===== config.mk =====
export PLATFORM = sky130hd
export DESIGN_NAME = dsc_clock_ctrl
export DESIGN_NICKNAME = d
export VERILOG_FILES = /design/src/inc/dsc_pkg.sv /design/src/verilog/dsc_apb.sv /design/src/verilog/dsc_clock_ctrl.sv /design/src/verilog/dsc_sync.sv
export SDC_FILE = /design/constraint.sdc
export NUM_CORES = 1
export LEC_CHECK = 0
export ABC_AREA = 0
export BUFFER_PORTS_ARGS = -buffer_cell sky130_fd_sc_hd__buf_2
export CORE_ASPECT_RATIO = 1.75
export CORE_MARGIN = 5
export CORE_UTILIZATION = 44
export DETAILED_ROUTE_END_ITERATION = 12
export HOLD_SLACK_MARGIN = 0.12
export PLACE_DENSITY = 0.86
export SLEW_MARGIN = 20
export SYNTH_ARGS = -nofsm -noshare
export SYNTH_HDL_FRONTEND = slang
export SYNTH_SLANG_ARGS = --single-unit

===== constraint.sdc =====
create_clock -name CLK_IN -period 2.7 [get_ports CLK_IN]
set_input_delay 0.27 -clock CLK_IN [delete_from_list [all_inputs] [get_ports CLK_IN]]
set_output_delay 0.27 -clock CLK_IN [all_outputs]
set_load 0.02 [all_outputs]

===== src/inc/dsc_pkg.sv =====
// constants for the dual speed clock and power mode controller
// What this block does
// fast rc runs at 4, 8 or 12 MHz by configuration option.
// fast rc selected releases both oscillator pins as general I/O.
// slow crystal is allowed only with the fast rc as high-speed source.
// fast crystal or external rc configuration forbids the slow crystal.
// I/O option lets both oscillator pins act as general I/O.
// low-power bit 0 gives quick-start, 1 gives low-power crystal drive.
// low-power bit clears at power-on.
// software should set low-power bit about 2 s after power-on.
// crystal runs in both drive modes; low-power only slows start-up.
// slow rc keeps running in idle or sleep unless option disables it.
// source select switches system clock between fast rc and crystal.
// source select works only in fast rc plus crystal configuration.
// configured crystal always runs, also in idle or sleep.
// halt enters idle with crystal running, else sleep.
// sleep stops the system oscillator and holds execution at halt.
// sleep keeps memory, registers and port states unchanged.
// halt clears watchdog; it counts on slow clocks, stops on system clock.
// halt sets power-down flag and clears watchdog timeout flag (a timeout command in the same write sets it instead).
// software should keep low-power bit set through idle or sleep.
// source select 0 is fast rc, 1 is crystal; resets to 0.
package dsc_pkg;
  localparam logic [31:0] DSC_CTRL_ADDR = 32'h0000_0000;
  localparam logic [31:0] DSC_STAT_ADDR = 32'h0000_0004;
  localparam logic [31:0] DSC_CMD_ADDR = 32'h0000_0008;
  localparam int CTRL_LOW_POWER_BIT = 0;
  localparam int CTRL_SRC_SEL_BIT = 1;
  localparam int CMD_HALT_BIT = 0;
  localparam int CMD_WAKE_BIT = 1;
  localparam int CMD_CLR_WDT_BIT = 2;
  localparam int CMD_WDT_TIMEOUT_BIT = 3;
  localparam logic [1:0] CTRL_RESET = 2'h0;
  // oscillator pin configuration option
  localparam logic [2:0] CFG_FAST_XTAL = 3'h0;
  localparam logic [2:0] CFG_EXT_RC = 3'h1;
  localparam logic [2:0] CFG_FAST_RC = 3'h2;
  localparam logic [2:0] CFG_FAST_RC_SLOW_XTAL = 3'h3;
  localparam logic [2:0] CFG_FAST_RC_IO = 3'h4;
  // fast rc frequency option
  localparam logic [1:0] FRQ_4MHZ = 2'h0;
  localparam logic [1:0] FRQ_8MHZ = 2'h1;
  localparam logic [1:0] FRQ_12MHZ = 2'h2;
  // watchdog clock source option
  localparam logic [1:0] WDT_SRC_SLOW_XTAL = 2'h0;
  localparam logic [1:0] WDT_SRC_SYS_DIV4 = 2'h1;
  localparam logic [1:0] WDT_SRC_SLOW_RC = 2'h2;
  // crystal start-up model: quick start vs low power, in microseconds
  localparam int CLK_MHZ = 250;
  localparam int QUICK_START_US = 4;
  localparam int LOW_POWER_START_US = 16;
  localparam int QUICK_START_CYC = QUICK_START_US * CLK_MHZ;
  localparam int LOW_POWER_START_CYC = LOW_POWER_START_US * CLK_MHZ;
  localparam int START_CNT_W = 13;
  typedef enum logic [2:0] {
    DSC_NORMAL = 3'b001,
    DSC_IDLE = 3'b010,
    DSC_SLEEP = 3'b100
  } dsc_mode_e;
endpackage


===== src/verilog/dsc_apb.sv =====
// apb slave decode and register read mux
`timescale 1ns/1ps
module dsc_apb (
  input wire logic [31:0] paddr_in, // address
  input wire logic psel_in, // select
  input wire logic penable_in, // enable
  input wire logic pwrite_in, // direction
  input wire logic [31:0] ctrl_val_in, // control readback
  input wire logic [31:0] stat_val_in, // status readback
  output logic ctrl_wr_out, // write control
  output logic cmd_wr_out, // write command
  output logic rd_out, // read access
  output logic [31:0] rdata_out, // read data
  output logic err_out // unmapped address
);
  wire access = psel_in & penable_in;
  wire hit_ctrl = paddr_in == dsc_pkg::DSC_CTRL_ADDR;
  wire hit_stat = paddr_in == dsc_pkg::DSC_STAT_ADDR;
  wire hit_cmd = paddr_in == dsc_pkg::DSC_CMD_ADDR;
  assign ctrl_wr_out = access & pwrite_in & hit_ctrl;
  assign cmd_wr_out = access & pwrite_in & hit_cmd;
  assign rd_out = access & ~pwrite_in;
  assign err_out = access & ~(hit_ctrl | hit_stat | hit_cmd);
  assign rdata_out = hit_ctrl ? ctrl_val_in :
                     hit_stat ? stat_val_in : 32'h0000_0000;
endmodule


===== src/verilog/dsc_clock_ctrl.sv =====
// clock source selection and halt power mode controller
//
// Decided for this implementation: register access over APB and the address map.
`timescale 1ns/1ps
module dsc_clock_ctrl (
  input wire logic CLK_IN, // 250 MHz clock
  input wire logic RST_IN, // sync reset, power-on
  input wire logic [31:0] PADDR_IN, // apb address
  input wire logic PSEL_IN, // apb select
  input wire logic PENABLE_IN, // apb enable
  input wire logic PWRITE_IN, // apb direction
  input wire logic [31:0] PWDATA_IN, // apb write data
  output logic [31:0] PRDATA_OUT, // apb read data
  output logic PREADY_OUT, // apb ready
  output logic PSLVERR_OUT, // apb error
  input wire logic [2:0] CFG_OSC_IN, // oscillator pin option
  input wire logic [1:0] CFG_FREQ_IN, // fast rc frequency option
  input wire logic CFG_SLOW_RC_EN_IN, // slow rc enabled option
  input wire logic [1:0] CFG_WDT_SRC_IN, // watchdog clock option
  input wire logic SLOW_XTAL_OK_IN, // crystal oscillating, async
  output logic FAST_RC_EN_OUT, // fast rc oscillator runs
  output logic [1:0] FAST_RC_FREQ_OUT, // fast rc frequency select
  output logic SLOW_XTAL_EN_OUT, // crystal oscillator runs
  output logic SLOW_XTAL_LP_OUT, // crystal low-power drive
  output logic SLOW_RC_EN_OUT, // slow rc oscillator runs
  output logic SYS_SRC_SLOW_OUT, // system clock from crystal
  output logic SYS_CLK_EN_OUT, // system clock gate open
  output logic PIN_ONE_GPIO_OUT, // oscillator pin one is gpio
  output logic PIN_TWO_GPIO_OUT, // oscillator pin two is gpio
  output logic CPU_HOLD_OUT, // execution held at halt
  output logic STATE_FREEZE_OUT, // memory and ports held
  output logic WDT_CLEAR_OUT, // watchdog clear pulse
  output logic WDT_RUN_OUT, // watchdog counts
  output logic [2:0] MODE_OUT // one-hot normal idle sleep
);
  logic [1:0] ctrl_reg;
  logic power_down_flag_reg, timeout_flag_reg, xtal_stable_reg;
  logic [dsc_pkg::START_CNT_W-1:0] start_cnt_reg;
  dsc_pkg::dsc_mode_e mode_reg, mode_next;
  logic xtal_ok_sync;
  logic ctrl_wr, cmd_wr, rd_acc, bus_err;
  logic [31:0] rdata;

  dsc_sync u_sync (
    .clk_in(CLK_IN),
    .rst_in(RST_IN),
    .d_in(SLOW_XTAL_OK_IN),
    .q_out(xtal_ok_sync)
  );

  wire [31:0] ctrl_val = {30'h0000_0000, ctrl_reg};
  wire [31:0] stat_val = {26'h000_0000, xtal_stable_reg,
    mode_reg == dsc_pkg::DSC_SLEEP, mode_reg == dsc_pkg::DSC_IDLE,
    SYS_SRC_SLOW_OUT, timeout_flag_reg, power_down_flag_reg};

  dsc_apb u_apb (
    .paddr_in(PADDR_IN),
    .psel_in(PSEL_IN),
    .penable_in(PENABLE_IN),
    .pwrite_in(PWRITE_IN),
    .ctrl_val_in(ctrl_val),
    .stat_val_in(stat_val),
    .ctrl_wr_out(ctrl_wr),
    .cmd_wr_out(cmd_wr),
    .rd_out(rd_acc),
    .rdata_out(rdata),
    .err_out(bus_err)
  );

  // configuration decode
  wire combo_cfg = CFG_OSC_IN == dsc_pkg::CFG_FAST_RC_SLOW_XTAL;
  wire fast_rc_cfg = combo_cfg | (CFG_OSC_IN == dsc_pkg::CFG_FAST_RC) |
    (CFG_OSC_IN == dsc_pkg::CFG_FAST_RC_IO);
  wire pins_free = (CFG_OSC_IN == dsc_pkg::CFG_FAST_RC) |
    (CFG_OSC_IN == dsc_pkg::CFG_FAST_RC_IO);
  wire pin_two_free = pins_free |
    (CFG_OSC_IN == dsc_pkg::CFG_EXT_RC);
  wire freq_ok = CFG_FREQ_IN != 2'h3;
  wire [1:0] freq_sel = freq_ok ? CFG_FREQ_IN : dsc_pkg::FRQ_4MHZ;

  // commands
  wire cmd_halt = cmd_wr & PWDATA_IN[dsc_pkg::CMD_HALT_BIT];
  wire cmd_wake = cmd_wr & PWDATA_IN[dsc_pkg::CMD_WAKE_BIT];
  wire cmd_clr = cmd_wr & PWDATA_IN[dsc_pkg::CMD_CLR_WDT_BIT];
  wire cmd_to = cmd_wr & PWDATA_IN[dsc_pkg::CMD_WDT_TIMEOUT_BIT];
  wire running = mode_reg == dsc_pkg::DSC_NORMAL;
  wire halt_go = cmd_halt & running;
  wire src_slow = combo_cfg & ctrl_reg[dsc_pkg::CTRL_SRC_SEL_BIT];
  wire wdt_sys = CFG_WDT_SRC_IN == dsc_pkg::WDT_SRC_SYS_DIV4;
  wire wdt_src_ok = (CFG_WDT_SRC_IN != dsc_pkg::WDT_SRC_SLOW_XTAL) |
    combo_cfg;
  wire xtal_lp = ctrl_reg[dsc_pkg::CTRL_LOW_POWER_BIT];
  wire [dsc_pkg::START_CNT_W-1:0] start_need = xtal_lp ?
    dsc_pkg::START_CNT_W'(dsc_pkg::LOW_POWER_START_CYC) :
    dsc_pkg::START_CNT_W'(dsc_pkg::QUICK_START_CYC);

  // halt: idle if crystal runs, else sleep
  always_comb begin
    mode_next = mode_reg;
    case (mode_reg)
      dsc_pkg::DSC_NORMAL: begin
        if (halt_go) begin
          mode_next = combo_cfg ? dsc_pkg::DSC_IDLE :
            dsc_pkg::DSC_SLEEP;
        end
      end
      dsc_pkg::DSC_IDLE, dsc_pkg::DSC_SLEEP: begin
        if (cmd_wake | cmd_to) begin
          mode_next = dsc_pkg::DSC_NORMAL;
        end
      end
      default: mode_next = dsc_pkg::DSC_NORMAL;
    endcase
  end

  always_ff @(posedge CLK_IN) begin
    if (RST_IN) begin
      mode_reg <= dsc_pkg::DSC_NORMAL;
    end else begin
      mode_reg <= mode_next;
    end
  end

  // control register, cleared at power-on
  always_ff @(posedge CLK_IN) begin
    if (RST_IN) begin
      ctrl_reg <= dsc_pkg::CTRL_RESET;
    end else if (ctrl_wr & running) begin
      ctrl_reg <= PWDATA_IN[1:0];
    end
  end

  // power-down and time-out flags
  always_ff @(posedge CLK_IN) begin
    if (RST_IN) begin
      power_down_flag_reg <= 1'b0;
      timeout_flag_reg <= 1'b0;
    end else begin
      if (halt_go) begin
        power_down_flag_reg <= 1'b1;
      end else if (cmd_clr & running) begin
        power_down_flag_reg <= 1'b0;
      end
      if (cmd_to) begin
        timeout_flag_reg <= 1'b1;
      end else if (halt_go) begin
        timeout_flag_reg <= 1'b0;
      end
    end
  end

  // crystal start-up tracking, drive mode sets start time
  always_ff @(posedge CLK_IN) begin
    if (RST_IN) begin
      start_cnt_reg <= '0;
      xtal_stable_reg <= 1'b0;
    end else if (!combo_cfg || !xtal_ok_sync) begin
      start_cnt_reg <= '0;
      xtal_stable_reg <= 1'b0;
    end else if (start_cnt_reg >= start_need - 1'b1) begin
      xtal_stable_reg <= 1'b1;
    end else begin
      start_cnt_reg <= start_cnt_reg + 1'b1;
    end
  end

  // apb answers in the access cycle; pready is registered
  wire unmapped = (PADDR_IN != dsc_pkg::DSC_CTRL_ADDR) &
    (PADDR_IN != dsc_pkg::DSC_STAT_ADDR) &
    (PADDR_IN != dsc_pkg::DSC_CMD_ADDR);
  wire setup_seen = PSEL_IN & ~PREADY_OUT;
  wire pready_next = setup_seen;
  wire pslverr_next = setup_seen & unmapped;
  wire rdata_load = PSEL_IN & ~PWRITE_IN;

  // next values of the registered outputs
  wire halted_next = mode_next != dsc_pkg::DSC_NORMAL;
  wire fast_rc_en_next = fast_rc_cfg & running & ~src_slow;
  wire slow_xtal_lp_next = combo_cfg & xtal_lp;
  wire wdt_clear_next = halt_go | (cmd_clr & running);
  wire slow_rc_ok = (CFG_WDT_SRC_IN != dsc_pkg::WDT_SRC_SLOW_RC) |
    CFG_SLOW_RC_EN_IN;
  wire wdt_slow_ok = ~wdt_sys & slow_rc_ok;
  wire wdt_run_next = wdt_src_ok & (~halted_next | wdt_slow_ok);

  always_ff @(posedge CLK_IN) begin
    if (RST_IN) begin
      PREADY_OUT <= 1'b0;
    end else begin
      PREADY_OUT <= pready_next;
    end
  end

  always_ff @(posedge CLK_IN) begin
    if (RST_IN) begin
      PSLVERR_OUT <= 1'b0;
    end else begin
      PSLVERR_OUT <= pslverr_next;
    end
  end

  // read data holds until the next read
  always_ff @(posedge CLK_IN) begin
    if (RST_IN) begin
      PRDATA_OUT <= 32'h0000_0000;
    end else if (rdata_load) begin
      PRDATA_OUT <= rdata;
    end
  end

  // oscillator outputs
  always_ff @(posedge CLK_IN) begin
    if (RST_IN) begin
      FAST_RC_EN_OUT <= 1'b0;
    end else begin
      FAST_RC_EN_OUT <= fast_rc_en_next;
    end
  end

  always_ff @(posedge CLK_IN) begin
    if (RST_IN) begin
      FAST_RC_FREQ_OUT <= dsc_pkg::FRQ_4MHZ;
    end else begin
      FAST_RC_FREQ_OUT <= freq_sel;
    end
  end

  always_ff @(posedge CLK_IN) begin
    if (RST_IN) begin
      SLOW_XTAL_EN_OUT <= 1'b0;
    end else begin
      SLOW_XTAL_EN_OUT <= combo_cfg;
    end
  end

  always_ff @(posedge CLK_IN) begin
    if (RST_IN) begin
      SLOW_XTAL_LP_OUT <= 1'b0;
    end else begin
      SLOW_XTAL_LP_OUT <= slow_xtal_lp_next;
    end
  end

  always_ff @(posedge CLK_IN) begin
    if (RST_IN) begin
      SLOW_RC_EN_OUT <= 1'b0;
    end else begin
      SLOW_RC_EN_OUT <= CFG_SLOW_RC_EN_IN;
    end
  end

  // system clock source and gate
  always_ff @(posedge CLK_IN) begin
    if (RST_IN) begin
      SYS_SRC_SLOW_OUT <= 1'b0;
    end else begin
      SYS_SRC_SLOW_OUT <= src_slow;
    end
  end

  always_ff @(posedge CLK_IN) begin
    if (RST_IN) begin
      SYS_CLK_EN_OUT <= 1'b0;
    end else begin
      SYS_CLK_EN_OUT <= ~halted_next;
    end
  end

  // oscillator pins handed back as gpio
  always_ff @(posedge CLK_IN) begin
    if (RST_IN) begin
      PIN_ONE_GPIO_OUT <= 1'b0;
    end else begin
      PIN_ONE_GPIO_OUT <= pins_free;
    end
  end

  always_ff @(posedge CLK_IN) begin
    if (RST_IN) begin
      PIN_TWO_GPIO_OUT <= 1'b0;
    end else begin
      PIN_TWO_GPIO_OUT <= pin_two_free;
    end
  end

  // hold outputs
  always_ff @(posedge CLK_IN) begin
    if (RST_IN) begin
      CPU_HOLD_OUT <= 1'b0;
    end else begin
      CPU_HOLD_OUT <= halted_next;
    end
  end

  always_ff @(posedge CLK_IN) begin
    if (RST_IN) begin
      STATE_FREEZE_OUT <= 1'b0;
    end else begin
      STATE_FREEZE_OUT <= halted_next;
    end
  end

  // watchdog outputs
  always_ff @(posedge CLK_IN) begin
    if (RST_IN) begin
      WDT_CLEAR_OUT <= 1'b0;
    end else begin
      WDT_CLEAR_OUT <= wdt_clear_next;
    end
  end

  always_ff @(posedge CLK_IN) begin
    if (RST_IN) begin
      WDT_RUN_OUT <= 1'b0;
    end else begin
      WDT_RUN_OUT <= wdt_run_next;
    end
  end

  always_ff @(posedge CLK_IN) begin
    if (RST_IN) begin
      MODE_OUT <= dsc_pkg::DSC_NORMAL;
    end else begin
      MODE_OUT <= mode_next;
    end
  end
endmodule


===== src/verilog/dsc_sync.sv =====
// two flip-flop synchroniser for one level
`timescale 1ns/1ps
module dsc_sync (
  input wire logic clk_in, // clock
  input wire logic rst_in, // sync reset
  input wire logic d_in, // async level
  output logic q_out // synchronised level
);
  logic meta_reg;
  always_ff @(posedge clk_in) begin
    if (rst_in) begin
      meta_reg <= 1'b0;
      q_out <= 1'b0;
    end else begin
      meta_reg <= d_in;
      q_out <= meta_reg;
    end
  end
endmodule

==> flow_summary.json <==
{
  "outcome": "complete, no violations",
  "postCtsSetupBuffers": 0,
  "path_class": "flip-flop to flip-flop",
  "io_buffers": 74,
  "period_minus_slack_ps": 2260,
  "startpoint": "ctrl_reg[0]$_SDFFE_PP0P_",
  "netlist_instances": 260,
  "setup_viol": 0,
  "slowest_delay_ps": 510,
  "synth_top_area_cell": "dfxtp_1",
  "grt_pass1_vias": 2217,
  "diodes": 0,
  "rr_startpoint": "ctrl_reg[0]$_SDFFE_PP0P_",
  "synth_area_leaders": "dfxtp_1 (40%), buf_4 (9.1%), a21oi_1 (5.2%), ha_1 (3.9%), nand2_1 (2.9%)",
  "drive_gt1_share_pct": 26.6,
  "grt_overflow": 0,
  "core_um2": 4930,
  "hold_violations": 0,
  "place_ws_ps": 504,
  "ctsLongestPathBuffers": 2,
  "cp_common_cell": "a21oi_1",
  "fillerInstances": 477,
  "crit_buf_inv": 2,
  "grt_pass1_wl_um": 9420,
  "grt_usage_pct": 17.3,
  "worst_slack_ps": 436,
  "grt_max_degree": 31,
  "synth_flop_cell": "dfxtp_1",
  "clockRootBuffer": "clkbuf_8",
  "nets": 419,
  "cp.arrival_ps": 2480,
  "slew_headroom_pct": 59.9,
  "yosys_warnings": 0,
  "clock_skew_ps": 7.20,
  "wirelength_um": 5700,
  "p_leak_uw": 0.00111,
  "grt_util_met3_pct": 2.92,
  "fin_hold_ws_ps": 141,
  "ff2ff_setup_slack_ps": 440,
  "antenna_found_initial": 0,
  "fp.dieW_um": 63.7,
  "tritoncts.num_buffers": 5,
  "h-tree-depth": 2,
  "busiest_layer": "met2",
  "worstPathMaxFanout": 15,
  "postRouteAntennaNets": 0,
  "synth_cell_types": 41,
  "ir_drop_mv": 0.383,
  "wire_per_inst_um": 14.7,
  "largest_reg_flops": 13,
  "hpwl_um": 4590,
  "post_cts_resized": 0,
  "ys_seq_area_share_pct": 39.7,
  "syn-cell-area_um2": 2220,
  "crit_slowest_cell": "or4_1",
  "worst_pin_slew_ps": 597,
  "critical_path.top_delay_family": "simple AND/OR/NAND/NOR gates",
  "dieArea_um2": 6620,
  "gp_routability_congestion": 0.917,
  "synth_top_area_share_pct": 39.7,
  "finalMaxSlewViolations": 0,
  "powerDensity_nw_per_um2": 466,
  "worstSetupEndpointType": "flip-flop",
  "worstSetupEndpoint": "start_cnt_reg[11]$_SDFFE_PP0N_",
  "synth_edf_count": 0,
  "cts_sinks": 44,
  "dr_total_vias": 2180,
  "rows": 34,
  "cap_violations": 0,
  "io_pins": 129,
  "reg2reg_depth": 8,
  "path_clk_slew_ps": 80,
  "firstDrtPassIters": 4,
  "clk_latency_ps": 290,
  "worstPathRequired_ps": 2920,
  "die_y_um": 104,
  "vias_per_cell": 5.62,
  "cp.depth": 8,
  "hold_path_class": "input port to flip-flop",
  "r2r-end": "start_cnt_reg[11]$_SDFFE_PP0N_",
  "grtUsageMet2_pct": 32.0,
  "min_path_cells": 2,
  "drt_iter0_markers": 57,
  "power_uw": 1230,
  "min_from": "CFG_FREQ_IN[0]",
  "start_util_pct": 45.0,
  "route.detailed.drc": 0,
  "hold_buffers": 0,
  "cts_tree": "done",
  "fmax_mhz": 442,
  "worstPathCellList": "inv_1, ha_1, a211oi_1, and3b_1, a21oi_1, buf_4, or4_1, a21oi_1",
  "timing.final.crit_share_pct": 83.9,
  "area_delta_synth_final_pct": 19.0,
  "fin_setup_tns_ps": 0,
  "synth.avg_cell_area_um2": 8.54,
  "synth_seq_cells": 44,
  "grtUsageMet1_pct": 16.7,
  "synthArstFlopShare_pct": 0,
  "rsz0062_at_grt": "no",
  "cp-start-kind": "flip-flop"
}
==> per-stage QoR <==
| stage | util, % | cell area [um^2] | cells |
|---|---|---|---|
| after floorplan | - | 2310 | 285 |
| after global placement | 51.6 | 2540 | 381 |
| after detailed placement | 51.6 | 2540 | 381 |
| after CTS | 53.5 | 2640 | 388 |
| after global routing | 53.5 | 2640 | 388 |
| final | 53.5 | 2640 | 388 |
==> where the power goes <==
| group | switching [uW] | internal (uW) |
|---|---|---|
| Sequential | 2.46 | 658 |
| Combinational | 85.7 | 45.5 |
| Clock | 212 | 228 |
| Total | 300 | 932 |
==> synth_stat cells (8+ instances only) <==
library cell and count:
a21oi_1 23, nand3_1 12, nor2b_1 8, nor4_1 10, nand4_1 9, nand2_1 17, dfxtp_1 44, clkbuf_1 9
nor2_1 15, o21ai_0 9, buf_4 27
==> how the worst min path moves through the flow <==
stage	to
final	FAST_RC_FREQ_OUT[1]$_SDFF_PP0_
after global routing	FAST_RC_FREQ_OUT[0]$_SDFF_PP0_
after CTS	FAST_RC_FREQ_OUT[1]$_SDFF_PP0_
after detailed placement	PREADY_OUT$_SDFF_PP0_
after global placement	PREADY_OUT$_SDFF_PP0_
after floorplan	FAST_RC_FREQ_OUT[0]$_SDFF_PP0_
==> per-layer routing <==
layer  wire, um  vias to the layer above
met5          0                        -
met4        289                        0
met3        396                       21
met2       3120                      105
met1       1890                     1013
li1           -                     1041
==> cell usage in the layout, fill, tap and decap left out, drive strengths merged, types with 2 or more instances in the layout <==
cell     n
nand2   17
ha       7
inv      3
and3     3
conb    26
or3      6
or4      6
a22oi    2
o21a     2
nor4    10
o21ai    9
clkbuf   7
nand4    9
dfxtp   44
o31ai    6
nor3b    5
buf     78
a211oi   2
mux2i    2
nor3     6
nor2    15
and2     3
nand3   12
a21oi   23
nor2b    8
nand2b   7
nand4b   2
xnor2    2
==> cells by family after synthesis <==
group / count (synthesis) / share of synthesized area, %
AO/OA/AOI/OAI: 51 / 14.3
XOR/XNOR: 2 / 0.789
adder cells (fa/ha/maj): 7 / 3.95
buffers and inverters: 39 / 11.2
flip-flops: 44 / 39.7
multiplexers: 3 / 1.41
other: 1 / 0.169
AND/OR/NAND/NOR: 113 / 28.5
==> final cells by class <==
| class | count | area, um^2 | share of cell area [%] |
|---|---|---|---|
| multi-input combinational | 202 | 1180 | 44.9 |
| sequential | 44 | 881 | 33.3 |
| timing repair buffer | 78 | 400 | 15.2 |
| clock buffer | 7 | 96.3 | 3.65 |
| tap | 54 | 67.6 | 2.56 |
| inverter | 3 | 11.3 | 0.426 |
(Power assumes the default switching activity.)
